## src/pkg/csp_map.vh

```
/*
 Constants for the configurable serial port: APB register map, field
 positions, reset values, rate table and timing figures.
 Assumes inclusion by bare name from files under hdl/.
*/
// Contract
// Six rates 300 to 9600 baud
// Factory rate is 9600 baud
// No parity 8 bits, else 7
// Factory format no parity, 8 bits
// Exactly one start bit
// Exactly two stop bits
// Frame spans start through last stop
// Settings persist across remote reset
// Settings change only via local path
// Drive DTR, monitor DSR
// Commit applies; same values show no-change 1 s
// Cancel discards pending selections
// DTR false when receive buffer full
// Far end stops within ten characters; DTR drops only at FIFO full, RX_FULL 100 exceeds depth 32
// Sample DSR before each character
// Hold DTR false until response sent
// Idle high, LSB first, parity last
// Parity makes ones count even/odd
`ifndef CSP_MAP_VH
`define CSP_MAP_VH

// ----------------------------------------
// Register offsets (byte addresses)
// ----------------------------------------
`define CSP_REG_TXDATA 12'h000
`define CSP_REG_RXDATA 12'h004
`define CSP_REG_STATUS 12'h008
`define CSP_REG_PEND 12'h00c
`define CSP_REG_CMD 12'h010
`define CSP_REG_ACTIVE 12'h014
`define CSP_REG_RESP 12'h018

// ----------------------------------------
// Field positions
// ----------------------------------------
`define CSP_CFG_RATE_LSB 0
`define CSP_CFG_RATE_MSB 2
`define CSP_CFG_PAR_LSB 4
`define CSP_CFG_PAR_MSB 5
`define CSP_CMD_COMMIT 0
`define CSP_CMD_CANCEL 1
`define CSP_RESP_DONE 0

// ----------------------------------------
// Encodings and factory values
// ----------------------------------------
`define CSP_RATE_300 3'h0
`define CSP_RATE_600 3'h1
`define CSP_RATE_1200 3'h2
`define CSP_RATE_2400 3'h3
`define CSP_RATE_4800 3'h4
`define CSP_RATE_9600 3'h5
`define CSP_PAR_NONE 2'h0
`define CSP_PAR_EVEN 2'h1
`define CSP_PAR_ODD 2'h2
`define CSP_RATE_RESET `CSP_RATE_9600
`define CSP_PAR_RESET `CSP_PAR_NONE

// ----------------------------------------
// Timing
// ----------------------------------------
`define CSP_CLK_HZ 200000000
`define CSP_OVERSAMPLE 16
`define CSP_NOCHG_MS 1000
`define CSP_NEWLINE 8'h0a
`define CSP_RX_FULL_LEVEL 100
`define CSP_STOP_BITS 4'h2
`define CSP_BAUD_MAX 9600

`endif

```

## src/hdl/csp_fifo.v

```verilog
/*
 Synchronous FIFO with valid/ready on both sides.
 Assumes a single clock and active-low asynchronous reset.
*/
`timescale 1ns/100ps
`default_nettype none
module csp_fifo #(
    parameter WIDTH = 8,
    parameter DEPTH = 32,
    parameter AW = 5
) (
    input wire ref_clk_i, // Clock
    input wire rst_b_i, // Reset, active low
    input wire [WIDTH-1:0] in_data_i, // Write data
    input wire in_valid_i, // Write request
    output wire in_ready_o, // Not full
    output wire [WIDTH-1:0] out_data_o, // Head word
    output wire out_valid_o, // Not empty
    input wire out_ready_i, // Pop
    output wire [AW:0] level_o // Fill level
);
    reg [WIDTH-1:0] mem [0:DEPTH-1];
    reg [AW-1:0] wr_ptr;
    reg [AW-1:0] rd_ptr;
    reg [AW:0] count;
    wire push = in_valid_i && (count != DEPTH[AW:0]);
    wire pop = out_ready_i && (count != {(AW+1){1'b0}});

    assign in_ready_o = (count != DEPTH[AW:0]);
    assign out_valid_o = (count != {(AW+1){1'b0}});
    assign out_data_o = mem[rd_ptr];
    assign level_o = count;

    always @(posedge ref_clk_i) begin
        if (push) begin
            mem[wr_ptr] <= in_data_i;
        end
    end

    always @(posedge ref_clk_i or negedge rst_b_i) begin
        if (!rst_b_i) begin
            wr_ptr <= {AW{1'b0}};
            rd_ptr <= {AW{1'b0}};
            count <= {(AW+1){1'b0}};
        end else begin
            if (push) begin
                wr_ptr <= (wr_ptr == DEPTH[AW-1:0] - 1'b1) ? {AW{1'b0}} : wr_ptr + 1'b1;
            end
            if (pop) begin
                rd_ptr <= (rd_ptr == DEPTH[AW-1:0] - 1'b1) ? {AW{1'b0}} : rd_ptr + 1'b1;
            end
            if (push && !pop) begin
                count <= count + 1'b1;
            end else if (pop && !push) begin
                count <= count - 1'b1;
            end
        end
    end
endmodule
`default_nettype wire

```

## src/hdl/csp_top.v

```verilog
/*
 Configurable serial port: APB register file, persistent rate/parity
 settings with commit/cancel, transmitter, receiver with receive FIFO,
 DTR/DSR handshake.
 Assumes synchronous serial and handshake inputs, one 200 MHz clock.
*/
// Decided for this implementation: the APB slave port and the address map.
`timescale 1ns/100ps
`default_nettype none
`include "csp_map.vh"
module csp_top #(
    parameter RX_DEPTH = 32,
    parameter RX_AW = 5,
    parameter RX_FULL = `CSP_RX_FULL_LEVEL,
    parameter CLK_HZ = `CSP_CLK_HZ,
    parameter NOCHG_CYCLES = CLK_HZ / 1000 * `CSP_NOCHG_MS
) (
    input wire ref_clk_i, // 200 MHz clock
    input wire rst_b_i, // Async reset, active low
    input wire psel, // APB select
    input wire penable, // APB enable
    input wire pwrite, // APB direction
    input wire [11:0] paddr, // APB address
    input wire [31:0] pwdata, // APB write data
    output reg [31:0] prdata, // APB read data
    output reg pready, // APB ready
    output reg pslverr, // APB error
    input wire rxd_i, // Serial input
    output reg txd_o, // Serial output
    output reg dtr_o, // Ready to receive, high true
    input wire dsr_i, // Far end ready, high true
    input wire cfg_nvm_valid_i, // Stored settings present
    input wire [2:0] cfg_nvm_rate_i, // Stored rate code
    input wire [1:0] cfg_nvm_par_i, // Stored parity code
    output reg cfg_save_o, // Pulse: store active settings
    output reg nochg_o // No-change indication
);
    // ----------------------------------------
    // Settings
    // ----------------------------------------
    reg [2:0] act_rate;
    reg [1:0] act_par;
    reg [2:0] pend_rate;
    reg [1:0] pend_par;
    reg loaded;
    reg [31:0] nochg_cnt;

    // ----------------------------------------
    // Baud divider: 1/16-bit tick, slower rates by doubling
    // ----------------------------------------
    localparam integer BIT_DIV = (CLK_HZ + `CSP_OVERSAMPLE * `CSP_BAUD_MAX / 2) / (`CSP_OVERSAMPLE * `CSP_BAUD_MAX);
    wire [15:0] div_max = (BIT_DIV[15:0] << (`CSP_RATE_9600 - act_rate)) - 16'h0001;
    reg [15:0] div_cnt;
    reg tick;
    always @(posedge ref_clk_i or negedge rst_b_i) begin
        if (!rst_b_i) begin
            div_cnt <= 16'h0000;
            tick <= 1'b0;
        end else begin
            tick <= (div_cnt == 16'h0000);
            div_cnt <= (div_cnt == 16'h0000) ? div_max : div_cnt - 1'b1;
        end
    end

    wire par_en = (act_par != `CSP_PAR_NONE);
    wire [3:0] nbits = par_en ? 4'h7 : 4'h8;
    wire par_odd = (act_par == `CSP_PAR_ODD);

    // ----------------------------------------
    // Register bus and response flow
    // ----------------------------------------
    reg [7:0] tx_hold;
    reg tx_full;
    reg resp_pend;
    wire acc = psel && penable && !pready;
    wire wr = acc && pwrite;
    wire rd = acc && !pwrite;
    wire [7:0] rx_head;
    wire rx_nempty;
    wire [RX_AW:0] rx_level;
    wire rx_pop = rd && (paddr == `CSP_REG_RXDATA) && rx_nempty;
    wire tx_take;
    reg [31:0] next_prdata;
    reg next_err;
    reg [7:0] rx_byte;
    reg rx_push;
    wire rx_in_ready;

    always @* begin
        next_prdata = 32'h00000000;
        next_err = 1'b0;
        case (paddr)
            `CSP_REG_TXDATA: next_prdata = {24'h000000, tx_hold};
            `CSP_REG_RXDATA: next_prdata = {23'h000000, rx_nempty, rx_head};
            `CSP_REG_STATUS: next_prdata = {20'h00000, nochg_o, resp_pend, dsr_i, dtr_o,
                                          {(6-RX_AW){1'b0}}, rx_level, tx_full};
            `CSP_REG_PEND: next_prdata = {26'h0000000, pend_par, 1'b0, pend_rate};
            `CSP_REG_CMD: next_prdata = 32'h00000000;
            `CSP_REG_ACTIVE: next_prdata = {26'h0000000, act_par, 1'b0, act_rate};
            `CSP_REG_RESP: next_prdata = {31'h00000000, resp_pend};
            default: next_err = 1'b1;
        endcase
    end

    wire commit = wr && (paddr == `CSP_REG_CMD) && pwdata[`CSP_CMD_COMMIT];
    wire cancel = wr && (paddr == `CSP_REG_CMD) && pwdata[`CSP_CMD_CANCEL];
    wire same = (pend_rate == act_rate) && (pend_par == act_par);
    wire pend_rate_ok = (pwdata[`CSP_CFG_RATE_MSB:`CSP_CFG_RATE_LSB] <= `CSP_RATE_9600);
    wire pend_par_ok = (pwdata[`CSP_CFG_PAR_MSB:`CSP_CFG_PAR_LSB] != 2'h3);

    always @(posedge ref_clk_i or negedge rst_b_i) begin
        if (!rst_b_i) begin
            prdata <= 32'h00000000;
            pready <= 1'b0;
            pslverr <= 1'b0;
            act_rate <= `CSP_RATE_RESET;
            act_par <= `CSP_PAR_RESET;
            pend_rate <= `CSP_RATE_RESET;
            pend_par <= `CSP_PAR_RESET;
            loaded <= 1'b0;
            cfg_save_o <= 1'b0;
            nochg_o <= 1'b0;
            nochg_cnt <= 32'h00000000;
            tx_hold <= 8'h00;
            tx_full <= 1'b0;
            resp_pend <= 1'b0;
        end else begin
            pready <= acc;
            pslverr <= acc && next_err;
            prdata <= rd ? next_prdata : 32'h00000000;
            cfg_save_o <= 1'b0;
            if (!loaded) begin
                // Stored settings restored once after reset
                loaded <= 1'b1;
                if (cfg_nvm_valid_i && cfg_nvm_rate_i <= `CSP_RATE_9600 && cfg_nvm_par_i != 2'h3) begin
                    act_rate <= cfg_nvm_rate_i;
                    act_par <= cfg_nvm_par_i;
                    pend_rate <= cfg_nvm_rate_i;
                    pend_par <= cfg_nvm_par_i;
                end
            end else if (wr && paddr == `CSP_REG_PEND && pend_rate_ok && pend_par_ok) begin
                pend_rate <= pwdata[`CSP_CFG_RATE_MSB:`CSP_CFG_RATE_LSB];
                pend_par <= pwdata[`CSP_CFG_PAR_MSB:`CSP_CFG_PAR_LSB];
            end else if (commit) begin
                act_rate <= pend_rate;
                act_par <= pend_par;
                cfg_save_o <= !same;
                if (same) begin
                    nochg_o <= 1'b1;
                    nochg_cnt <= NOCHG_CYCLES;
                end
            end else if (cancel) begin
                pend_rate <= act_rate;
                pend_par <= act_par;
            end
            if (nochg_o && !(commit && same)) begin
                if (nochg_cnt <= 32'h00000001) begin
                    nochg_o <= 1'b0;
                end
                nochg_cnt <= nochg_cnt - 1'b1;
            end
            if (wr && paddr == `CSP_REG_TXDATA && !tx_full) begin
                tx_hold <= pwdata[7:0];
                tx_full <= 1'b1;
            end else if (tx_take) begin
                tx_full <= 1'b0;
            end
            // Set beats clear
            if (rx_push && rx_byte == `CSP_NEWLINE) begin
                resp_pend <= 1'b1;
            end else if (wr && paddr == `CSP_REG_RESP && pwdata[`CSP_RESP_DONE]) begin
                resp_pend <= 1'b0;
            end
        end
    end

    // ----------------------------------------
    // Transmitter
    // ----------------------------------------
    localparam TX_IDLE = 2'h0;
    localparam TX_START = 2'h1;
    localparam TX_DATA = 2'h2;
    localparam TX_STOP = 2'h3;
    reg [1:0] tx_st;
    reg [3:0] tx_sub;
    reg [3:0] tx_bit;
    reg [8:0] tx_sh;
    wire par_bit = (^tx_hold[6:0]) ^ par_odd;
    assign tx_take = (tx_st == TX_IDLE) && tx_full && dsr_i && !wr;
    wire bit_end = tick && (tx_sub == 4'hf);

    always @(posedge ref_clk_i or negedge rst_b_i) begin
        if (!rst_b_i) begin
            tx_st <= TX_IDLE;
            tx_sub <= 4'h0;
            tx_bit <= 4'h0;
            tx_sh <= 9'h000;
            txd_o <= 1'b1;
        end else begin
            if (tick) begin
                tx_sub <= tx_sub + 1'b1;
            end
            case (tx_st)
                TX_IDLE: begin
                    txd_o <= 1'b1;
                    if (tx_take) begin
                        tx_sh <= par_en ? {1'b0, par_bit, tx_hold[6:0]} : {1'b0, tx_hold};
                        tx_bit <= par_en ? 4'h8 : 4'h8;
                        tx_sub <= 4'h0;
                        tx_st <= TX_START;
                        txd_o <= 1'b0;
                    end
                end
                TX_START: begin
                    if (bit_end) begin
                        txd_o <= tx_sh[0];
                        tx_sh <= {1'b1, tx_sh[8:1]};
                        tx_bit <= tx_bit - 1'b1;
                        tx_st <= TX_DATA;
                    end
                end
                TX_DATA: begin
                    if (bit_end) begin
                        if (tx_bit == 4'h0) begin
                            txd_o <= 1'b1;
                            tx_bit <= `CSP_STOP_BITS - 4'h1;
                            tx_st <= TX_STOP;
                        end else begin
                            txd_o <= tx_sh[0];
                            tx_sh <= {1'b1, tx_sh[8:1]};
                            tx_bit <= tx_bit - 1'b1;
                        end
                    end
                end
                TX_STOP: begin
                    if (bit_end) begin
                        if (tx_bit == 4'h0) begin
                            tx_st <= TX_IDLE;
                        end else begin
                            tx_bit <= tx_bit - 1'b1;
                        end
                    end
                end
                default: tx_st <= TX_IDLE;
            endcase
        end
    end

    // ----------------------------------------
    // Receiver
    // ----------------------------------------
    localparam RX_IDLE = 2'h0;
    localparam RX_START = 2'h1;
    localparam RX_DATA = 2'h2;
    localparam RX_STOP = 2'h3;
    reg [1:0] rx_st;
    reg [3:0] rx_sub;
    reg [3:0] rx_cnt;
    reg [8:0] rx_sh;
    wire rx_mid = tick && (rx_sub == 4'h7);

    always @(posedge ref_clk_i or negedge rst_b_i) begin
        if (!rst_b_i) begin
            rx_st <= RX_IDLE;
            rx_sub <= 4'h0;
            rx_cnt <= 4'h0;
            rx_sh <= 9'h000;
            rx_byte <= 8'h00;
            rx_push <= 1'b0;
        end else begin
            rx_push <= 1'b0;
            if (tick) begin
                rx_sub <= rx_sub + 1'b1;
            end
            case (rx_st)
                RX_IDLE: begin
                    if (!rxd_i) begin
                        rx_sub <= 4'h0;
                        rx_st <= RX_START;
                    end
                end
                RX_START: begin
                    if (rx_mid) begin
                        rx_st <= rxd_i ? RX_IDLE : RX_DATA;
                        rx_cnt <= par_en ? 4'h8 : nbits;
                    end
                end
                RX_DATA: begin
                    if (rx_mid) begin
                        rx_sh <= {rxd_i, rx_sh[8:1]};
                        rx_cnt <= rx_cnt - 1'b1;
                        if (rx_cnt == 4'h1) begin
                            rx_st <= RX_STOP;
                        end
                    end
                end
                RX_STOP: begin
                    if (rx_mid) begin
                        rx_st <= RX_IDLE;
                        rx_push <= rxd_i;
                        rx_byte <= par_en ? {1'b0, rx_sh[7:1]} : rx_sh[8:1];
                    end
                end
                default: rx_st <= RX_IDLE;
            endcase
        end
    end

    csp_fifo #(
        .WIDTH(8),
        .DEPTH(RX_DEPTH),
        .AW(RX_AW)
    ) u_rx_fifo (
        .ref_clk_i(ref_clk_i),
        .rst_b_i(rst_b_i),
        .in_data_i(rx_byte),
        .in_valid_i(rx_push),
        .in_ready_o(rx_in_ready),
        .out_data_o(rx_head),
        .out_valid_o(rx_nempty),
        .out_ready_i(rx_pop),
        .level_o(rx_level)
    );

    // ----------------------------------------
    // Handshake
    // ----------------------------------------
    wire rx_near_full = !rx_in_ready || (rx_level >= RX_FULL);
    always @(posedge ref_clk_i or negedge rst_b_i) begin
        if (!rst_b_i) begin
            dtr_o <= 1'b0;
        end else begin

            dtr_o <= !rx_near_full && !resp_pend && !(tx_full && !dsr_i);
        end
    end
endmodule
`default_nettype wire

```

## config.mk

```make
export PLATFORM = sky130hd
export DESIGN_NAME = csp_top
export DESIGN_NICKNAME = d
export VERILOG_FILES = /design/src/hdl/csp_fifo.v /design/src/hdl/csp_top.v
export VERILOG_INCLUDE_DIRS = /design/src /design/src/pkg
export SDC_FILE = /design/constraint.sdc
export NUM_CORES = 1
export LEC_CHECK = 0
export BUFFER_PORTS_ARGS = -buffer_cell sky130_fd_sc_hd__buf_2
export CAP_MARGIN = 20
export CORE_MARGIN = 1.5
export CORE_UTILIZATION = 45
export CTS_BUF_LIST = sky130_fd_sc_hd__clkbuf_8 sky130_fd_sc_hd__clkbuf_16
export DETAILED_ROUTE_END_ITERATION = 8
export MAX_ROUTING_LAYER = met4
export SLEW_MARGIN = 10
export SYNTH_ARGS = -nofsm -noshare
export SYNTH_HDL_FRONTEND = slang
export SYNTH_SLANG_ARGS = --single-unit
export TNS_END_PERCENT = 10
```

## constraint.sdc

```tcl
create_clock -name ref_clk_i -period 3.1 [get_ports ref_clk_i]
set_input_delay 0.62 -clock ref_clk_i [delete_from_list [all_inputs] [get_ports ref_clk_i]]
set_output_delay 0.62 -clock ref_clk_i [all_outputs]
set_load 0.03 [all_outputs]
```

=== Yosys cells after proc, flatten, opt, wreduce, memory -nomap -nowiden ===
Memory sizes are Yosys's and may differ from the RTL's.
Cells that the tools add are included.

* Output and inout bits: 38
* Bits in writable memories: 256
* Memories: 1
* ROM bits: 0
* Word-level logic and storage cells: 254
* Input bits: 57
* Latch bits: 0
* Register bits: 171

{| class="wikitable"
|+ Memories
! name !! words !! width !! rd ports !! clocked after memory_dff !! wr ports !! RTL line !! source
|-
| u_rx_fifo.mem || 32 || 8 || 1 || 0 || 1 || csp_fifo.v:22 || <nowiki>reg [WIDTH-1:0] mem [0:DEPTH-1];</nowiki>
|}

* $add $sub $neg: 12
* Bitwise gates (word level): 1
* Multiplexer cells: 88
* Shift operators: 1
* Multipliers: 0
* Div/mod/pow operators: 0
* Reductions and logical operators: 75
* $lt $le $gt $ge: 3
* Eq/ne operators: 42

{| class="wikitable"
|+ Operators by type and width
! cell !! number
|-
| two-way mux 32 bit || 6
|-
| case mux 12 bit (6 select lines) || 1
|-
| two-way mux 4 bit || 14
|-
| two-way mux 2 bit || 20
|-
| equality test 12 x 5 -> 1 bit (second input constant) || 3
|-
| two-way mux 9 bit || 4
|-
| logical AND 1 bit || 35
|-
| <= comparator 32 x 1 -> 1 bit (second input constant) || 1
|-
| inequality test 2 bit (second input constant) || 16
|-
| subtractor 16 x 1 -> 16 bit (second input constant) || 2
|-
| subtractor 32 x 1 -> 32 bit (second input constant) || 1
|-
| case mux 9 bit (3 select lines) || 1
|-
| equality test 12 x 4 -> 1 bit (second input constant) || 2
|-
| two-way mux 3 bit || 8
|-
| two-way mux 1 bit || 22
|-
| nonzero test 2 bit || 9
|-
| zero test 16 bit || 1
|-
| two-way mux 16 bit || 1
|-
| two-way mux 8 bit || 2
|-
| case mux 2 bit (4 select lines) || 2
|-
| case mux 4 bit (4 select lines) || 1
|-
| << shifter 11 x 3 -> 16 bit (first input constant) || 1
|-
| AND reduction 5 bit || 3
|-
| equality test 12 x 3 -> 1 bit (second input constant) || 1
|-
| other kinds (37) || 65
|}

=== Logic depth before layout (Yosys ltp) ===
* Depth in word-level cells: 10
* Gate-level depth with buffers: 13
* Gate-level depth less buffers: 13

=== Cells and area by module ===
Synthesis repeated with hierarchy kept, for this count alone.

* Cells, all modules: 1339
* Area total of the unflattened synthesis: 18502.7 um2

{| class="wikitable"
|+ Modules (own cells, without submodules)
! module !! area each (um2) !! cells each !! seq. area each (um2) !! instances
|-
| csp_fifo || 11005.6 || 579 || 8087.8 || 1
|-
| csp_top || 7497.2 || 760 || 3359.5 || 1
|}

=== Worst setup path after synthesis ===
No wires, ideal clock.

* Path kind: in2reg
* Start: input paddr[9]
* End: register u_rx_fifo.count[5] (netlist: u_rx_fifo.level_o[5])
* Required time: 2.970 ns
* Arrival time: 2.989 ns
* Slack: -0.020 ns
* Buffers on the path: 1
* Stages on the path: 13
* Library setup time: 0.130 ns
* Path through: nor4_1 and3_1 buf_2 o311ai_4 ha_1 inv_1 ha_1 a21o_1 a21oi_1 o21bai_1 mux2i_1 o211ai_1 xor2_1

* Word-level cells in the longest chain between the ends: 7
* Elaborated cells on any way between the ends: 9
* Those cells by class: eq/ne (1); mux (1); reduce/logical (7)

{| class="wikitable"
|+ RTL lines
! what !! RTL line !! source
|-
| from (decl) || csp_top.v:23 || <nowiki>input wire [11:0] paddr,</nowiki>
|-
| equality test 12 x 3 -> 1 bit (*) || - ||
|-
| logical AND 1 bit (*) (2 in a row) || csp_top.v:81 || <nowiki>wire rx_pop = rd && (paddr == `CSP_REG_RXDATA) && rx_nempty;</nowiki>
|-
| logical AND 1 bit (*) || csp_fifo.v:27 || <nowiki>wire pop = out_ready_i && (count != {(AW+1){1'b0}});</nowiki>
|-
| zero test 1 bit || csp_fifo.v:52 || <nowiki>if (push && !pop) begin</nowiki>
|-
| logical AND 1 bit || csp_fifo.v:52 ||
|-
| two-way mux 6 bit / nonzero test 2 bit (equally long branches) || - ||
|-
| to (signal assigned) || csp_fifo.v:44 || <nowiki>count <= {(AW+1){1'b0}};</nowiki>
|-
| to (signal assigned) || csp_fifo.v:53 || <nowiki>count <= count + 1'b1;</nowiki>
|-
| to (signal assigned) || csp_fifo.v:55 || <nowiki>count <= count - 1'b1;</nowiki>
|-
| to (decl) || csp_fifo.v:25 || <nowiki>reg [AW:0] count;</nowiki>
|}

Mark *: on every way between the ends. The rest lies on a longest branch, timed or not.
A chain may end at the register's enable or synchronous reset.

=== Final worst setup path ===
* Start: register u_rx_fifo.count[2] (netlist: u_rx_fifo.level_o[2])
* End: register u_rx_fifo.count[5] (netlist: u_rx_fifo.level_o[5])

* Elaborated cells on any way between the ends: 14
* Those cells by class: add/sub (2); eq/ne (1); mux (2); reduce/logical (9)

{| class="wikitable"
|+ RTL lines
! what !! RTL line !! source
|-
| inequality test 6 bit (*) || csp_fifo.v:26 || <nowiki>wire push = in_valid_i && (count != DEPTH[AW:0]);</nowiki>
|-
| logical AND 1 bit (*) || csp_fifo.v:26 ||
|-
| net u_rx_fifo.push || csp_fifo.v:26 ||
|-
| zero test 1 bit || csp_fifo.v:54 || <nowiki>end else if (pop && !push) begin</nowiki>
|-
| logical AND 1 bit || csp_fifo.v:54 ||
|-
| nonzero test 2 bit (no source line) || - ||
|}

The timed path passes the listed nets; every way through them passes the cells marked *. The select of a mux whose other input is x is not followed.

==> flow_results.org <==
** Timing
- Final critical-path share of the clock period :: 0.944
- Final number of max-transition violations :: 0
- After layout, the worst setup slack is 0.175 ns.
- Max transition margin :: 0.374
- Clock skew on the completed layout was measured at 0.0301 ns.
- The number of hold violations in the final report came to 0.
- Timing-limited maximum frequency :: 0.342 GHz
- Final number of setup-violating endpoints :: 0
- Minimum period implied by the final worst setup slack :: 2.93 ns
- Worst slew pin tran :: 0.938 ns
- Setup repair after global routing left no endpoint under its margin.

** Critical path
- The signal on the critical path passes through or4_4, nor2_1, a21bo_2, inv_2, ha_1, inv_1, ha_1, a21o_1, a21oi_1, o21bai_1, mux2i_1, o211ai_1, xor2_1.
- Max stage delay cell, worst path :: or4_4
- STA classifies the critical path startpoint as a register.
- Worst reg2reg setup slack :: 0.17 ns
- The kind of cell with the highest combined delay along the critical path is compound AO/OA/AOI/OAI gates.
- Reg2reg path depth :: 13
- Most common cell on crit path :: ha_1
- Data on the critical path is required at its endpoint by 3.54 ns.
- Along the worst path, the maximum fanout reaches 4.
- Kind of end point of the critical path :: register
- In this run the worst setup path terminates at u_rx_fifo.level_o[5].
- Data on the critical path arrives at its endpoint at 3.36 ns.
- Maximum cell stage delay along the critical path :: 0.56 ns
- The critical path runs through a total of 13 cells.
- The worst setup path is of the reg -> reg kind.
- The worst register-to-register path ends at u_rx_fifo.level_o[5].
- The worst register-to-register path begins at u_rx_fifo.level_o[2].
- Counting both buffers and inverters, the worst setup path holds a total of 2.
- Setup crit start :: u_rx_fifo.level_o[2]

** Routing
- Post-detailed-route wirelength per cell :: 20.6 microns
- After detailed routing, the number of remaining DRC violations is 0.
- Summed over all layers, the routed wires come to 41.0 mm.
- First DRT Iteration DRCs :: 800
- In the routed layout, each cell is associated on average with a via count of 5.59.
- Vias after detailed routing :: 11100
- Drt first pass iters :: 5
- Detail Route Antenna Nets :: 0

** Yosys
- Summed over all instances, the cell type with the most area after synthesis is edfxtp_1.
- Cell variety after synth :: 88
- By area the synthesized netlist is led by edfxtp_1 42%, dfrtp_1 20%, mux4_2 8.8%, nand2_1 2.5%, ha_1 2.1%.
- For this run, the register share of the synthesized area comes to 0.623.
- For this run, the number of Yosys warnings is 0.
- Average size of a mapped cell :: 14.1 sq um
- After technology mapping, the gate count stands at 1301.
- The synthesized design contains 256 enable-type register cells.
- Of all flip-flops after synthesis, the portion carrying an async set or reset was 0.369.
- Primary flip-flop cell chosen by synthesis mapping :: edfxtp_1
- The share of synthesized area in the top cell type comes to 0.418.
- Seq cells post-synth :: 406
- Post-synth design cell area :: 18400 sq um

** Placed design
- Once detailed placement completed, the half-perimeter wirelength came to 27.3 mm.
- Cell Area, Placed :: 19700 sq um
- Minimum setup slack after placement :: -0.0516 ns
- At the end of routability-driven placement, the weighted congestion stood at 0.838.
- In this run the tool buffered the top-level ports with 50 buffer cells.

** Worst hold path
- The path class of the tightest hold or removal check is in -> async.

** Power
- Power spread over the standard cell area amounts to 546 nW/um^2.
- Share of total power in the clock network :: 0.432
- Leakage power total :: 7.12 nW
- Reported net switching power :: 0.00266 W
- Of the total power, combinational logic draws 0.064.
- Internal cell power :: 0.00889 W
- The share of total power dissipated in sequential elements is 0.504.
- Of the total power, the share spent switching nets is 0.230.
- The worst-case IR drop observed on VDD is 386 uV.

** Clock network
- Clock tree from TritonCTS :: yes
- H-tree Lvls :: 2
- Clock latency on the worst-skew pair, taken at its later pin, is 0.59 ns.
- Clk Tree Root Cell :: clkbuf_16
- Buffers from clock root to sink, at most :: 3
- TritonCTS Sinks :: 406
- Clock transition at the register clock pins on the worst setup and hold paths after CTS :: 0.06 ns
- In this run, CTS created clock tree buffers numbering 44.

** Finish
- N_diodes :: 0
- Final Cell Area :: 21100 sq um
- The area growth from synthesis to layout is 15.0%.
- The net count of the finished layout is 1521.
- Of the cells placed in the final design, the portion with a size suffix greater than 1 is 0.239.

** Die
- Die Span Y :: 205 microns
- 95 I/O pins were placed.
- Initial Util :: 0.460
- The die covers 42100 sq um.
- In this run the horizontal extent of the chip is 205 microns.
- The core region is 40000 sq um.
- Row count :: 73

** Global route
- Number of antenna violations at the first check in global routing :: 0
- Number of global-route vias before repair :: 11300
- Total gr overflow :: 0
- The first global-routing pass estimated 64.5 mm of wire.
- Total GRT Usage :: 0.208
- Largest net degree at the start of global routing :: 60

** Flow run
- Max-cap violations in this run came to 0.

** Run status
- Result of the run :: complete, no violations
## power groups by stage
stage	Sequential [W]	Clock, W	Combinational (W)
2_1_floorplan	0.00592	0	0.000528
3_3_place_gp	0.00593	0	0.000730
3_5_place_dp	0.00593	0	0.000738
4_1_cts	0.00582	0.00512	0.000741
5_1_grt	0.00583	0.00532	0.000832
6_report	0.00582	0.00499	0.000739
## registers in the layout (all words and copies together) (netlist names), 2 cells and up, named ones only
name and cells:
act_par 2, act_rate 3, div_cnt 16, nochg_cnt 32, pend_par 2, pend_rate 3
prdata 12, rx_byte 8, rx_cnt 4, rx_sh 8, rx_sub 4, tx_bit 4
tx_hold 8, tx_sh 9, tx_st 2, tx_sub 4, u_rx_fifo.level_o 6, u_rx_fifo.mem 256
u_rx_fifo.rd_ptr 5, u_rx_fifo.wr_ptr 5
## cells in the mapped netlist (12+ instances only)
library cell and count:
nand3_1 32, o21ai_0 47, xnor2_1 22, nand4_1 14, a21oi_1 25, buf_4 25, inv_1 24, dfrtp_1 145
nor3_1 34, xor2_1 20, mux2i_1 34, o31ai_1 12, nor2_1 102, mux4_2 72, edfxtp_1 256, or3_1 12
ha_1 31, nand2b_1 12, clkbuf_1 28, mux2_2 34, nand2_1 121
## metal layers
metal	GRT usage	vias up	part of all wire
met5	-	-	0
met4	0.0688	0	0.027
met3	0.0293	63	0.046
met2	0.321	257	0.47
met1	0.287	5624	0.45
li1	-	5186	-
## kinds of logic (layout without fill, tap and decap cells)
family	count (synthesis)	after routing	synth area share
muxes	140	140	0.128
and+or+nand+nor	408	408	0.116
xor gates and xnor gates	42	42	0.0200
adders and majority gates	32	32	0.0222
DFF	406	406	0.623
AOI/OAI and AO/OA	172	172	0.0636
other	2	21	0.000408
buffers and inverters	99	245	0.0280
## final cells by class
cell class                 instances  area (sq um)
sequential                       406         11500
timing repair buffer             138          1040
tap                              525           657
inverter                          27           103
clock buffer                      44          1100
clock inverter                    36           278
multi-input combinational        815          6510
fill                            3322         18900
## through the flow
step,hold WS (ns),power (W),util,TNS [ns],instances
global placement,0.451,0.00666,0.492,0,1907
CTS,0.0377,0.0117,0.526,0,1987
floorplan,0.324,0.00645,-,0,1320
global route,0.0742,0.0120,0.528,0,1991
detailed placement,0.459,0.00667,0.492,-0.0516,1907
finish,0.0420,0.0115,0.528,0,1991
## what timing repair did
action / CTS / global route
endpoints found under the setup margin: 0 / 1
resized for setup: 0 / 1
hold buffers: 0 / 0
setup buffers: 0 / 0
## cells in the final DEF, fill, tap and decap left out, types with 12 or more instances in the layout
master       n
nand3_1     32
or3_1       12
conb_1      21
xor2_1      20
nor2_1     102
clkbuf_16   46
edfxtp_1   256
o31ai_1     12
inv_1       33
mux2i_1     34
nand2_1    121
ha_1        31
o21ai_0     47
buf_2       49
nand4_1     14
mux4_2      72
dfrtp_1    143
mux2_2      34
nand2b_1    12
xnor2_1     22
nor3_1      34
a21oi_1     25
buf_4       79
## worst min-delay path by stage
stage	endpoint	slack, ns	cells after the start
floorplan	async pin	0.32	0
global placement	nochg_cnt[29]	0.45	1
detailed placement	nochg_cnt[29]	0.46	1
CTS	u_rx_fifo.wr_ptr[2]	0.04	1
global route	u_rx_fifo.wr_ptr[2]	0.07	1
finish	u_rx_fifo.wr_ptr[2]	0.04	1
Note: power is estimated with default switching activity, not from simulation.
